--- src/pkg/csc_regs.vh ---
/*
  constants for the clamp and sync slicer control block: field widths,
  reset values, code centres and slicer threshold.
  assumes inclusion by bare name from the design file.
*/
`ifndef CSC_REGS_VH
`define CSC_REGS_VH

`define CSC_CODE_W 8
`define CSC_CLAMP_W 8
`define CSC_CLAMP_RST 8'h80
`define CSC_CLAMP_MID 8'h80
`define CSC_ADC_ZERO 8'h00
`define CSC_ADC_MID 8'h80
`define CSC_SLICE_MV 150
`define CSC_MV_PER_CODE_X10 39
`define CSC_CNT_W 16
`define CSC_CNT_ONE 16'h0001
`define CSC_CNT_ZERO 16'h0000
`define CSC_POS_RST 8'h08
`define CSC_WID_RST 8'h10

`endif

--- src/csc_clamp_sync_ctrl.v ---
/*
  clamp timing, clamp level, composite sync slicer and pll update hold for
  one converter channel front end, plus line/frame frequency monitors.
  assumes converter codes arrive on clk; sync and pulse pins are async and
  are resynchronised here. clamp codes are set by plain configuration ports.
*/
//Contract
//RQ1 - clamp window only in horizontal blanking; the internal window ends only at clamp_width or the next sync edge
//RQ2 - 8-bit clamp code, two steps per code
//RQ3 - clamp offset independent of gain setting
//RQ4 - blanking clamp centred on code zero
//RQ5 - below-zero level saturates at code zero
//RQ6 - mid-level clamp centres on mid-scale
//RQ7 - clamp window external or internal programmable
//RQ8 - sync high below blanking minus threshold
//RQ9 - sync output runs during power-down
//RQ10 - hold stops phase detector, keeps increment
//RQ11 - held increment gives drift-free frequency
//RQ12 - controller holds updates through vertical blanking
//RQ13 - line monitor valid with one pulse only
//RQ14 - frame sync only feeds frame monitor
//RQ15 - sync output high-z under mid-level clamp
//RQ16 - slicer source channel 1 or dedicated input
//RQ17 - independent clamp for channel 1, sync input
//RQ18 - hold input one freezes, zero updates
//RQ19 - synchronous active-low reset
//RQ20 - config bit selects external or internal window
`timescale 1ns/1ps
`include "csc_regs.vh"

module csc_clamp_sync_ctrl #(
  parameter CODE_W = `CSC_CODE_W,
  parameter CNT_W = `CSC_CNT_W,
  parameter INC_W = 24
) (
  clk,
  rst_n,
  line_sync_in,
  frame_sync_in,
  ext_clamp_pulse,
  pll_update_hold,
  power_down,
  sync_out_enable,
  ch1_midlevel_clamp,
  sync_src_dedicated,
  clamp_int_sel,
  clamp_pos,
  clamp_width,
  ch1_clamp_code,
  cs_clamp_code,
  ch1_raw_code,
  cs_raw_code,
  phase_err_in,
  nom_increment,
  ch1_out_code,
  clamp_window,
  sync_out,
  sync_out_oe,
  dto_increment,
  line_period,
  line_period_valid,
  frame_period,
  frame_period_valid
);
  input wire clk;
  input wire rst_n;
  input wire line_sync_in;
  input wire frame_sync_in;
  input wire ext_clamp_pulse;
  input wire pll_update_hold;
  input wire power_down;
  input wire sync_out_enable;
  input wire ch1_midlevel_clamp;
  input wire sync_src_dedicated;
  input wire clamp_int_sel;
  input wire [7:0] clamp_pos;
  input wire [7:0] clamp_width;
  input wire [`CSC_CLAMP_W-1:0] ch1_clamp_code;
  input wire [`CSC_CLAMP_W-1:0] cs_clamp_code;
  input wire [CODE_W-1:0] ch1_raw_code;
  input wire [CODE_W-1:0] cs_raw_code;
  input wire signed [INC_W-1:0] phase_err_in;
  input wire [INC_W-1:0] nom_increment;
  output reg [CODE_W-1:0] ch1_out_code;
  output reg clamp_window;
  output reg sync_out;
  output reg sync_out_oe;
  output reg [INC_W-1:0] dto_increment;
  output reg [CNT_W-1:0] line_period;
  output reg line_period_valid;
  output reg [CNT_W-1:0] frame_period;
  output reg frame_period_valid;

  // slicer threshold in codes, rounded down: 150 mV at about 3.9 mV per code
  localparam integer SLICE_INT = (`CSC_SLICE_MV * 10) / `CSC_MV_PER_CODE_X10;
  localparam [CODE_W:0] SLICE_CODES = SLICE_INT[CODE_W:0];

  // clamp window states, one-hot
  localparam [2:0] ST_IDLE = 3'b001;
  localparam [2:0] ST_DELAY = 3'b010;
  localparam [2:0] ST_CLAMP = 3'b100;

  // resynchronised pins, each the second flop of its own pair
  wire hs_s_r;
  wire vs_s_r;
  wire ec_s_r;
  wire fz_s_r;
  // one more stage on the sync pins for edge detection
  reg hs_d_r;
  reg vs_d_r;
  reg [2:0] st_r, st_nxt;
  reg [7:0] cnt_r, cnt_nxt;
  reg int_win_r;
  reg [CNT_W-1:0] hcnt_r, vcnt_r;
  // offsets are signed and two bits wider than a code: raw minus a target
  // that can sit below zero must not wrap
  reg [CODE_W+1:0] ch1_lvl_r, cs_lvl_r;

  wire hs_rise = hs_s_r & ~hs_d_r;
  wire hs_fall = ~hs_s_r & hs_d_r;
  wire vs_rise = vs_s_r & ~vs_d_r;

  // two-flop resync of every pin; the pll hold is a pin too, so its
  // effect lags the pin by two clocks
  csc_sync2 #(
    .W(1)
  ) hs_sync_i (
    .clk(clk),
    .rst_n(rst_n),
    .d(line_sync_in),
    .q(hs_s_r)
  );
  csc_sync2 #(
    .W(1)
  ) vs_sync_i (
    .clk(clk),
    .rst_n(rst_n),
    .d(frame_sync_in),
    .q(vs_s_r)
  );
  csc_sync2 #(
    .W(1)
  ) ec_sync_i (
    .clk(clk),
    .rst_n(rst_n),
    .d(ext_clamp_pulse),
    .q(ec_s_r)
  );
  csc_sync2 #(
    .W(1)
  ) fz_sync_i (
    .clk(clk),
    .rst_n(rst_n),
    .d(pll_update_hold),
    .q(fz_s_r)
  );

  always @(posedge clk) begin
    if (!rst_n) begin //RQ19
      hs_d_r <= 1'b0;
      vs_d_r <= 1'b0;
    end else begin
      hs_d_r <= hs_s_r;
      vs_d_r <= vs_s_r;
    end
  end

  // internal window starts after the line sync trailing edge, but clamp_pos
  // and clamp_width can carry it past the back porch; a new sync edge aborts it to keep off the tip
  always @* begin
    st_nxt = st_r;
    cnt_nxt = cnt_r;
    case (st_r)
      ST_IDLE: begin
        if (hs_fall) begin //RQ1
          st_nxt = ST_DELAY;
          cnt_nxt = clamp_pos; //RQ7
        end
      end
      ST_DELAY: begin
        if (hs_rise) begin
          st_nxt = ST_IDLE;
        end else if (cnt_r == 8'h00) begin
          st_nxt = (clamp_width == 8'h00) ? ST_IDLE : ST_CLAMP;
          cnt_nxt = clamp_width - 8'h01; //RQ7
        end else begin
          cnt_nxt = cnt_r - 8'h01;
        end
      end
      ST_CLAMP: begin
        if (hs_rise || cnt_r == 8'h00) begin //RQ1
          st_nxt = ST_IDLE;
        end else begin
          cnt_nxt = cnt_r - 8'h01;
        end
      end
      default: begin
        st_nxt = ST_IDLE;
        cnt_nxt = 8'h00;
      end
    endcase
  end

  always @(posedge clk) begin
    if (!rst_n) begin
      st_r <= ST_IDLE;
      cnt_r <= 8'h00;
      int_win_r <= 1'b0;
      clamp_window <= 1'b0;
    end else begin
      st_r <= st_nxt;
      cnt_r <= cnt_nxt;
      int_win_r <= (st_nxt == ST_CLAMP);
      // external pulse is masked during sync so the tip is never clamped
      clamp_window <= clamp_int_sel ? int_win_r : (ec_s_r & ~hs_s_r); //RQ20 RQ1
    end
  end

  // clamp level: code/2 around zero or mid-scale, gain plays no part
  function [CODE_W:0] clamp_level;
    input [`CSC_CLAMP_W-1:0] code;
    input mid;
    reg [CODE_W:0] base;
    begin
      base = mid ? {1'b0, `CSC_ADC_MID} : {1'b0, `CSC_ADC_ZERO}; //RQ4 RQ6
      clamp_level = base + {2'b00, code[`CSC_CLAMP_W-1:1]} - {1'b0, `CSC_CLAMP_MID >> 1}; //RQ2 RQ3
    end
  endfunction

  // signed porch targets; the sync input always clamps to blanking, so a
  // mid-level choice on channel 1 never moves the dedicated sync input's level
  wire [CODE_W:0] ch1_tgt = clamp_level(ch1_clamp_code, ch1_midlevel_clamp);
  wire [CODE_W:0] cs_tgt = clamp_level(cs_clamp_code, 1'b0);

  // levels latched during the window; each input keeps its own level
  always @(posedge clk) begin
    if (!rst_n) begin
      ch1_lvl_r <= {(CODE_W+2){1'b0}};
      cs_lvl_r <= {(CODE_W+2){1'b0}};
    end else if (clamp_window) begin
      ch1_lvl_r <= {2'b00, ch1_raw_code} - {ch1_tgt[CODE_W], ch1_tgt}; //RQ17
      cs_lvl_r <= {2'b00, cs_raw_code} - {cs_tgt[CODE_W], cs_tgt}; //RQ17
    end
  end

  wire [CODE_W+1:0] ch1_sh = {2'b00, ch1_raw_code} - ch1_lvl_r;
  wire [CODE_W+1:0] cs_sh = {2'b00, cs_raw_code} - cs_lvl_r;
  wire [CODE_W+1:0] sl_sh = sync_src_dedicated ? cs_sh : ch1_sh; //RQ16
  wire [CODE_W+1:0] sl_blank = sync_src_dedicated ? {2'b00, `CSC_ADC_ZERO} :
    (ch1_midlevel_clamp ? {2'b00, `CSC_ADC_MID} : {2'b00, `CSC_ADC_ZERO});
  // signed compare: shifted < blanking - threshold
  wire sl_below = $signed(sl_sh) < ($signed(sl_blank) - $signed({1'b0, SLICE_CODES}));

  always @(posedge clk) begin
    if (!rst_n) begin
      ch1_out_code <= {CODE_W{1'b0}};
      sync_out <= 1'b0;
      sync_out_oe <= 1'b0;
    end else begin
      // negative result or overflow: clip to zero or full scale, no wrap
      if (ch1_sh[CODE_W+1]) begin
        ch1_out_code <= `CSC_ADC_ZERO; //RQ5
      end else if (ch1_sh[CODE_W]) begin
        ch1_out_code <= {CODE_W{1'b1}};
      end else begin
        ch1_out_code <= ch1_sh[CODE_W-1:0];
      end
      // power_down deliberately not in this path
      sync_out <= sl_below; //RQ8 RQ9
      sync_out_oe <= sync_out_enable & ~ch1_midlevel_clamp; //RQ15 RQ9
    end
  end

  // loop increment: error added only when not held; held value is exact,
  // so frequency cannot drift however long the hold lasts
  always @(posedge clk) begin
    if (!rst_n) begin
      dto_increment <= {INC_W{1'b0}};
    end else if (power_down) begin
      dto_increment <= nom_increment;
    end else if (!fz_s_r && hs_rise) begin //RQ10 RQ18
      dto_increment <= nom_increment + phase_err_in;
    end else begin
      dto_increment <= dto_increment; //RQ11 RQ12
    end
  end

  // line period counted between rising edges, flagged invalid when the
  // frame marks extra transitions (more than one rise per line period)
  always @(posedge clk) begin
    if (!rst_n) begin
      hcnt_r <= `CSC_CNT_ZERO;
      line_period <= `CSC_CNT_ZERO;
      line_period_valid <= 1'b0;
    end else if (hs_rise) begin
      hcnt_r <= `CSC_CNT_ONE;
      line_period <= hcnt_r;
      // accept only if the new period is over half the last and the last is over half the new
      line_period_valid <= (hcnt_r > (line_period >> 1)) && (line_period > (hcnt_r >> 1)); //RQ13
      // serration pulses come well under half a line apart and fail here
    end else if (hcnt_r != {CNT_W{1'b1}}) begin
      hcnt_r <= hcnt_r + `CSC_CNT_ONE;
    end else begin
      line_period_valid <= 1'b0;
    end
  end

  always @(posedge clk) begin
    if (!rst_n) begin
      vcnt_r <= `CSC_CNT_ZERO;
      frame_period <= `CSC_CNT_ZERO;
      frame_period_valid <= 1'b0;
    end else if (vs_rise) begin //RQ14
      vcnt_r <= `CSC_CNT_ONE;
      frame_period <= vcnt_r;
      frame_period_valid <= (vcnt_r != `CSC_CNT_ZERO);
    end else if (hs_rise && vcnt_r != {CNT_W{1'b1}}) begin
      vcnt_r <= vcnt_r + `CSC_CNT_ONE;
    end
  end
endmodule

// two-flop synchroniser; the first stage feeds only the second, so a
// metastable value never reaches more than one flop
module csc_sync2 #(
  parameter W = 1
) (
  clk,
  rst_n,
  d,
  q
);
  input wire clk;
  input wire rst_n;
  input wire [W-1:0] d;
  output reg [W-1:0] q;

  reg [W-1:0] meta_r;

  always @(posedge clk) begin
    if (!rst_n) begin
      meta_r <= {W{1'b0}};
      q <= {W{1'b0}};
    end else begin
      meta_r <= d;
      q <= meta_r;
    end
  end
endmodule
--- config.mk ---
export PLATFORM = sky130hd
export DESIGN_NAME = csc_clamp_sync_ctrl
export DESIGN_NICKNAME = d
export VERILOG_FILES = /design/src/csc_clamp_sync_ctrl.v
export VERILOG_INCLUDE_DIRS = /design/src /design/src/pkg
export SDC_FILE = /design/constraint.sdc
export NUM_CORES = 1
export LEC_CHECK = 0
export ABC_AREA = 1
export CORE_ASPECT_RATIO = 0.75
export CORE_MARGIN = 2
export CORE_UTILIZATION = 25
export CTS_BUF_LIST = sky130_fd_sc_hd__clkbuf_8 sky130_fd_sc_hd__clkbuf_16
export CTS_CLUSTER_DIAMETER = 100
export CTS_CLUSTER_SIZE = 40
export DETAILED_ROUTE_END_ITERATION = 6
export DONT_BUFFER_PORTS = 1
export GPL_ROUTABILITY_DRIVEN = 0
export PLACE_DENSITY_LB_ADDON = 0.2
export SYNTH_ARGS = -nofsm -noshare
export SYNTH_HDL_FRONTEND = slang
export SYNTH_SLANG_ARGS = --single-unit
--- constraint.sdc ---
create_clock -name clk -period 3.1 [get_ports clk]
set_input_delay 0.62 -clock clk [delete_from_list [all_inputs] [get_ports clk]]
set_output_delay 0.62 -clock clk [all_outputs]
set_load 0.01 [all_outputs]
; Word-level counts from Yosys, hierarchy flattened
; Index checks and enable logic that the tools add are counted.
[classes]
n_addsub = 13
mul = 0
n_div = 0
n_lt_le_gt_ge = 3
eq_ne = 10
shift = 0
n_mux = 25
bitwise_logic = 10
reduce_logical = 15
[op_table]
columns = operator, count
row1 = $mux W8, 8
row2 = $mux W24, 2
row3 = $add A16 B1 Y16 const B, 2
row4 = $gt A16 B15 Y1, 2
row5 = $ne A16 B16 Y1 const B, 2
row6 = $add A24 B24 Y24, 1
row7 = $pmux W8 S3, 1
row8 = $sub A8 B10 Y10, 2
row9 = $logic_not A8 Y1, 2
row10 = $reduce_bool A16 Y1, 1
row11 = $sub A8 B1 Y8 const B, 2
row12 = $mux W3, 5
row13 = $lt A10 B9 Y1, 1
row14 = $mux W10, 1
row15 = $sub A9 B8 Y10, 1
row16 = $sub A9 B9 Y10, 1
row17 = $add A8 B7 Y9, 1
row18 = $pmux W3 S3, 1
row19 = $sub A8 B6 Y9 const B, 1
row20 = $sub A9 B7 Y9 const B, 1
row21 = $ne A2 B2 Y1 const B, 4
row22 = $sub A7 B7 Y8 const B, 1
row23 = $mux W1, 7
row24 = $eq A3 B3 Y1 const B, 2
row25 = other kinds (10), 24
[totals]
reg_bits = 143
latch_bits = 0
mem_bits_rw = 0
romBits = 0
input_bits = 107
out_inout_bits = 69
word_cells = 104
memories = 0

; Depth between registers and ports, before layout
; Gate-level depths: netlist of run 1.
[depth]
ltp_word = 6
ltp_mapped = 21
depth_no_buf = 21

; Cells and area by module
; Synthesis of run 1 repeated with hierarchy kept, for this count alone.
[hier_totals]
hier_cells = 1506
hier_area_um2 = 10149.7
[modules_own_cells]
columns = module, instances, cells_each, area_per_inst_um2, seq_area_each_um2
row1 = csc_clamp_sync_ctrl, 1, 1482, 9929.5, 2702.6
row2 = csc_sync2, 4, 6, 55.1, 40.0

; Worst setup path before layout of run 1
; No wires, ideal clock.
[synth_timing]
path_kind = input to register
start = input ch1_raw_code[0]
end = register sync_out
setup_ns = 0.116
arrival_time_ns = 2.766
required_ns = 2.984
path_slack_ns = 0.218
cell_stages = 17
path_buffers = 0
cell_sequence = inv_1 ha_1 inv_1 fa_1 nand3_1 nand2_1 nand4_1 o311ai_1 xor2_2 mux2i_1 ha_1 a21oi_1 nor2_1 nor2_1 nand2_1 nand2_1 a21oi_1
[synth_via]
elab_chain_len = 3
[synth_lines]
columns = item, line_no
row1 = from (decl), csc_clamp_sync_ctrl.v:80  ; input wire [CODE_W-1:0] ch1_raw_code;
row2 = $sub A8 B10 Y10, csc_clamp_sync_ctrl.v:246  ; wire [CODE_W+1:0] ch1_sh = {2'b00, ch1_raw_code} - ch1_lvl_r;
row3 = $mux W10, csc_clamp_sync_ctrl.v:248  ; wire [CODE_W+1:0] sl_sh = sync_src_dedicated ? cs_sh : ch1_sh;
row4 = $lt A10 B9 Y1, csc_clamp_sync_ctrl.v:252  ; wire sl_below = $signed(sl_sh) < ($signed(sl_blank) - $signed({1'b0, SLICE_CODES}));
row5 = to (signal assigned), csc_clamp_sync_ctrl.v:269  ; sync_out <= sl_below;
row6 = to (decl), csc_clamp_sync_ctrl.v:86  ; output reg sync_out;
; Every way passes these cells.
; A chain may end at the register's enable or synchronous reset.

; Final worst setup path of run 1
[layout_timing]
start = register ch1_lvl_r[4]
end = register sync_out
[layout_via]
elab_chain_len = 3
[layout_lines]
columns = item, line_no
row1 = from (decl), csc_clamp_sync_ctrl.v:117  ; reg [CODE_W+1:0] ch1_lvl_r, cs_lvl_r;
row2 = from (signal assigned), csc_clamp_sync_ctrl.v:238  ; ch1_lvl_r <= {(CODE_W+2){1'b0}};
row3 = from (signal assigned), csc_clamp_sync_ctrl.v:241  ; ch1_lvl_r <= {2'b00, ch1_raw_code} - {ch1_tgt[CODE_W], ch1_tgt};
row4 = $sub A8 B10 Y10, csc_clamp_sync_ctrl.v:246
row5 = $mux W10, csc_clamp_sync_ctrl.v:248
row6 = $lt A10 B9 Y1, csc_clamp_sync_ctrl.v:252
; Every way passes these cells.

==> flow_metrics.tcl, run 1 <==
set metrics [dict create \
    status "finished clean" \
    cts-root-buf "clkbuf_16" \
    detailedRoute.firstPassIterationCount 5 \
    setup_viol 0 \
    ys_ff_latch 143 \
    syn_inst 1523 \
    cts_hold_buf 0 \
    clkPwrFrac_pct 43.4 \
    drive_above_1_share_pct 4.83 \
    grt_max_degree 58 \
    ios 176 \
    start_util_pct 25.5 \
    grt_use_total_pct 14.6 \
    first_iter_violations 551 \
    period_minus_slack_ps 2670 \
    antenna_found_initial 0 \
    path_buf_inv 3 \
    wl_per_cell_um 14.9 \
    cp_slowest_cell "ha_1" \
    cp-endpoint "sync_out" \
    layoutNonFillerInstCount 2051 \
    yosys-top-cells-area "dfxtp_1, nand2_1, ha_1, inv_1, a21oi_1" \
    fin_setup_tns_ps 0 \
    fp-row-count 63 \
    synthFlopType "dfxtp_1" \
    clk_path_buf_depth 2 \
    hp-class "in2reg" \
    regArea_um2 2860 \
    ctsResizeCount 0 \
    async_flop_share_pct 0 \
    worstRegToRegCells 20 \
    placed_cells 2019 \
    slew_viol_final 0 \
    netlist_area_um2 10100 \
    critical_path_depth 20 \
    start_kind "register" \
    regToRegStartpoint "ch1_lvl_r[4]" \
    r2r_slack_ps 430 \
    path_cells "inv_1 > ha_1 > inv_1 > o21bai_1 > a21boi_0 > nand2_1 > nand2_1 > a21oi_1 > nand2_1 > nand2_1 > nand2_1 > o21ai_0 > ha_1 > inv_1 > nor2_1 > nand2_1 > nor2_1 > nand2_1 > nand2_1 > a21oi_1" \
    clkLatencyLatePin_ps 440 \
    leakagePower_uw 0.00526 \
    setup.worst_path.end_class "register" \
    cts_num_sinks 143 \
    nets 1725 \
    clk_pin_slew_worst_paths_ps 60 \
    synth_seq_area_share_pct 28.3 \
    die_y_um 178 \
    irDropWorstVdd_v 0.000404 \
    num_vias 9474 \
    timing.fmax_mhz 375 \
    worst_ep_arrival_time_ps 3000 \
    cp_top_family "simple AND/OR/NAND/NOR gates" \
    powerDensity_nw_per_um2 467 \
    antenna_left 0 \
    synth_edf_count 0 \
    final_cell_mix "nand2_1, inv_1, a21oi_1" \
    dieArea_um2 42100 \
    r2r_end "sync_out" \
    totalWireLength_mm 30.5 \
    hold_ws_ps 243 \
    maxSlewHeadroom_pct 51.2 \
    synth_nets 1730 \
    die_w_um 236 \
    overflow 0 \
    multi_input_area_um2 6160 \
    cts_made_buffers 17 \
    skew_ps 10.5 \
    synth.distinct_cells 55 \
    cap_violations 0 \
    routed_via_density 4.62 \
    fill_cells 4441 \
    synth_top_cell_by_area "dfxtp_1" \
    grt_first_pass_wirelength_mm 48.6 \
    synth_top_cell_area_share_pct 28.3 \
    cp-startpoint "ch1_lvl_r[4]" \
    cpMostUsedCell "nand2_1" \
    antenna_cells 0 \
    swShare_pct 30.0 \
    crit_path_max_fanout 4 \
    dp_hpwl_mm 23.5 \
    power_uw 5300 \
    drc 0 \
    layout_commonest_cell "nand2_1" \
    required_ps 3430 \
    cp_slowest_stage_delay_ps 320 \
    area_growth_pct 12.0 \
    syn_avg_cell_area_um2 6.65 \
    combPwrFrac_pct 18.6 \
    cts_setup_buffers 0 \
    worst_pin_slew_ps 728 \
    hold_violations 0 \
    cts_tree "done" \
    synth_warnings 0 \
    grt_pass1_vias 8945 \
    internal_power_uw 3710 \
    fin_crit_sh_pct 86.1 \
    portBuffers 0 \
    p_sw_uw 1590 \
    critPathKind "reg2reg" \
    rsz0062_at_grt "false" \
    coreArea_um2 39700 \
    cts.htree.levels 4 \
    power_frac_seq_pct 37.9 \
]
==> area by class of cell <==
type	instances	area share [%]
timing repair buffer	7	0.464
inverter	258	8.57
clock buffer	21	4.24
clock inverter	11	1.41
multi-input combinational	1091	54.3
sequential	143	25.3
tap	520	5.74
==> power by group through the flow <==
stage	registers [uW]	clock network (uW)	logic, uW
final	2010	2300	987
after global routing	2020	2450	1140
after CTS	2010	2390	991
after detailed placement	2050	0	984
after global placement	2050	0	981
after floorplan	2030	0	771
==> kinds of logic (layout without fill, tap and decap cells) <==
group,Yosys count,count (layout),share of synthesized area [%]
DFF,143,143,28.3
adders and majority gates,100,100,12.7
AOI/OAI and AO/OA,310,310,16.7
buffers and inverters,289,297,10.9
and+or+nand+nor,641,641,27.8
xor gates and xnor gates,38,38,3.36
muxes,2,2,0.198
==> routing by layer <==
metal / part of all wire, % / GRT usage (%) / vias to the layer above
met5: 0 / 0 / -
met1: 53 / 20.9 / 4258
met3: 5.3 / 4.10 / 19
met2: 41 / 21.4 / 184
li1: - / - / 5013
met4: 1.1 / 3.48 / 0
==> synthesized netlist by cell type (3+ instances only) <==
cell / instances
nand2_1: 331
inv_1: 237
a21oi_1: 163
dfxtp_1: 143
nand3_1: 108
nor2_1: 106
ha_1: 95
o21ai_0: 83
nand4_1: 34
xor2_1: 30
clkbuf_1: 23
nor3_1: 23
o21ai_1: 13
clkinv_1: 11
a31oi_1: 10
a22o_1: 9
inv_2: 9
or2_2: 8
o211ai_1: 7
xnor2_1: 7
a211oi_1: 5
fa_1: 5
nand3b_1: 5
nor4_1: 5
o21bai_1: 5
a21o_1: 4
buf_2: 4
nand2_2: 3
nor3b_1: 3
==> worst min-delay path by stage <==
stage                       startpoint     endpoint  slack [ps]  depth (start not counted)
CTS                 ch1_midlevel_clamp  sync_out_oe         200                          1
finish              ch1_midlevel_clamp  sync_out_oe         240                          1
detailed placement    fz_sync_i.meta_r  fz_sync_i.q         400                          2
global placement      vs_sync_i.meta_r  vs_sync_i.q         410                          2
global route        ch1_midlevel_clamp  sync_out_oe         210                          1
floorplan             ec_sync_i.meta_r  ec_sync_i.q         390                          2
==> sequential cells by signal (all words and copies together) (netlist names), 3 cells and up <==
signal,count
dto_increment,24
frame_period,16
hcnt_r,16
line_period,16
vcnt_r,16
ch1_lvl_r,10
cs_lvl_r,10
ch1_out_code,8
cnt_r,8
st_r,3
==> through the flow <==
| stage | setup slack, ps | area (um^2) | utilization (%) |
|---|---|---|---|
| after floorplan | 218 | 10100 | - |
| after global placement | 158 | 10700 | 26.9 |
| after detailed placement | 159 | 10700 | 26.9 |
| after CTS | 450 | 11300 | 28.5 |
| after global routing | 161 | 11300 | 28.5 |
| final | 430 | 11300 | 28.5 |
Note: power is estimated with default switching activity, not from simulation.
==> run 2, diff against run 1 <==
Settings changed: ABC_AREA 1 to 0, CORE_UTILIZATION 25 to 60.
==> run 2 against run 1 <==
Compared with the run above: combinational power decreased by 22%; register-to-register slack got worse by 250 ps; via count decreased by 15%; highest routed layer unchanged.
==> flow_metrics.tcl, run 2 <==
set metrics [dict create \
    status "finished clean" \
    worstRegToRegCells 15 \
    grt_max_degree 43 \
    grt_use_total_pct 27.8 \
    synth_seq_area_share_pct 30.7 \
    start_util_pct 61.2 \
    antenna_cells 0 \
    powerDensity_nw_per_um2 461 \
    hp-class "in2reg" \
    area_growth_pct 9.27 \
    layout_commonest_cell "dfxtp_1" \
    yosysMostFrequentCell "dfxtp_1" \
    synth_top_cell_by_area "dfxtp_1" \
    async_flop_share_pct 0 \
    grt_pass1_vias 7728 \
    synth_warnings 0 \
    worst_pin_slew_ps 799 \
    dieArea_um2 16600 \
    dp_hpwl_mm 16.4 \
    worstHoldStart "rst_n" \
    r2r_end "sync_out" \
    cts_num_sinks 143 \
    clk_pin_slew_worst_paths_ps 60 \
    synth_top_cell_area_share_pct 30.7 \
    irDropWorstVdd_v 0.000350 \
    placed_cells 1345 \
    critPathKind "reg2reg" \
    setup_viol 0 \
    cts_made_buffers 17 \
    slew_viol_final 0 \
    required_ps 3390 \
    cts-root-buf "clkbuf_16" \
    cap_violations 0 \
    totalWireLength_mm 22.6 \
    grt_first_pass_wirelength_mm 37.7 \
    drc 0 \
    post_dp_cell_area_um2 9600 \
    setup.worst_path.end_class "register" \
    synth_edf_count 0 \
    die_w_um 148 \
    worstHoldEndpoint "st_r[0]" \
    wl_per_cell_um 16.4 \
    layoutNonFillerInstCount 1378 \
    r2r_slack_ps 180 \
    cts_hold_buf 0 \
    skew_ps 13.6 \
    hold_ws_ps 294 \
    clkLatencyLatePin_ps 430 \
    final_cell_mix "dfxtp_1, nand2_1, a21oi_1" \
    power_uw 4700 \
    start_kind "register" \
    netlist_area_um2 9320 \
    finalWorstSetupSlack_ps 180 \
    largest_reg_flops 24 \
    detailedRoute.firstPassIterationCount 5 \
    fin_crit_sh_pct 94.2 \
    routed_via_density 5.88 \
    synth_nets 1372 \
    crit_path_max_fanout 2 \
    synth.distinct_cells 73 \
    yosys-top-cells-area "dfxtp_1, ha_1, a21oi_1, nand2_1, nor2_1" \
    coreArea_um2 15200 \
    worst_ep_arrival_time_ps 3210 \
    drive_above_1_share_pct 7.42 \
    clk_path_buf_depth 2 \
    period_minus_slack_ps 2920 \
    num_vias 8098 \
    pre_cts_slack_ps -142 \
    antenna_found_initial 0 \
    ys_ff_latch 143 \
    ios 176 \
    cts_tree "done" \
    synthFlopType "dfxtp_1" \
    portBuffers 0 \
    hold_violations 0 \
    leakagePower_uw 0.00413 \
    syn_avg_cell_area_um2 8.00 \
    largest-register "dto_increment" \
    die_y_um 112 \
    nets 1367 \
    cts.htree.levels 4 \
    syn_inst 1165 \
    regToRegStartpoint "ch1_lvl_r[0]" \
    design_area_um2 10200 \
    overflow 0 \
    synthTopCellsByCount "dfxtp_1, nand2_1, a21oi_1" \
    min_path_cells 1 \
    timing.fmax_mhz 342 \
    antenna_left 0 \
    maxSlewHeadroom_pct 46.7 \
    first_iter_violations 481 \
    fp-row-count 39 \
    rsz0062_at_grt "false" \
]
run 2: worst max-delay path, cell delays in order, from the launching register on:
cell	delay (ps)
dfxtp_2	350
ha_4	140
inv_2	40
fa_2	390
a21o_1	180
a21oi_2	140
o21bai_1	100
a21oi_2	140
o21bai_1	110
a21oi_2	200
xnor2_2	150
a21oi_1	90
ha_1	310
nand3_2	80
a2111oi_2	230
o31ai_1	140
run 2: cell type report:
class | count | area [um^2]
Fill cell | 1323 | 5040
Clock buffer | 18 | 439
Sequential cell | 143 | 2860
Inverter | 94 | 365
Timing Repair Buffer | 19 | 143
Multi-Input combinational cell | 885 | 6000
Tap cell | 205 | 256
Clock inverter | 14 | 120
run 2: per-layer routing:
layer	GRT usage, %	up-vias	part of all wire [%]
met3	7.95	23	8.5
met5	0	-	0
li1	-	4091	-
met4	5.97	0	1.0
met1	38.1	3738	47
met2	43.8	246	44
run 2: how the worst max path moves through the flow:
stage,from,endpoint,slack [ps],cells after the start
2_1_floorplan,ch1_raw_code[0],sync_out,-3,16
3_3_place_gp,cs_raw_code[1],sync_out,-70,12
3_5_place_dp,cs_raw_code[1],sync_out,-140,12
4_1_cts,cs_lvl_r[1],sync_out,50,13
5_1_grt,ch1_lvl_r[0],sync_out,5,15
6_report,ch1_lvl_r[0],sync_out,180,15
run 2: per-stage QoR:
step                utilization (%)  setup TNS [ps]
CTS                            66.8               0
global route                   66.9               0
global placement               63.1           -69.5
finish                         66.9               0
floorplan                         -           -2.65
detailed placement             63.1            -142
run 2: cell families (layout without fill, tap and decap cells):
logic type,count (synthesis),in the layout,share of synthesized area (%)
buffers and inverters,137,145,5.60
adder cells (fa/ha/maj),100,100,13.8
flip-flops,143,143,30.7
AND/OR/NAND/NOR,400,400,20.7
multiplexers,16,16,1.74
AO/OA/AOI/OAI,296,296,20.6
XOR/XNOR,73,73,6.86
run 2: repair_timing:
action,4_1_cts,5_1_grt
gates resized for setup,0,7
setup buffers,0,1
setup endpoints to repair,0,1
run 2: power by group:
| part | total (uW) | switching (uW) | internal [uW] |
|---|---|---|---|
| clock network | 1970 | 898 | 1070 |
| logic | 769 | 426 | 343 |
| registers | 1960 | 65.0 | 1900 |
| total | 4700 | 1390 | 3310 |
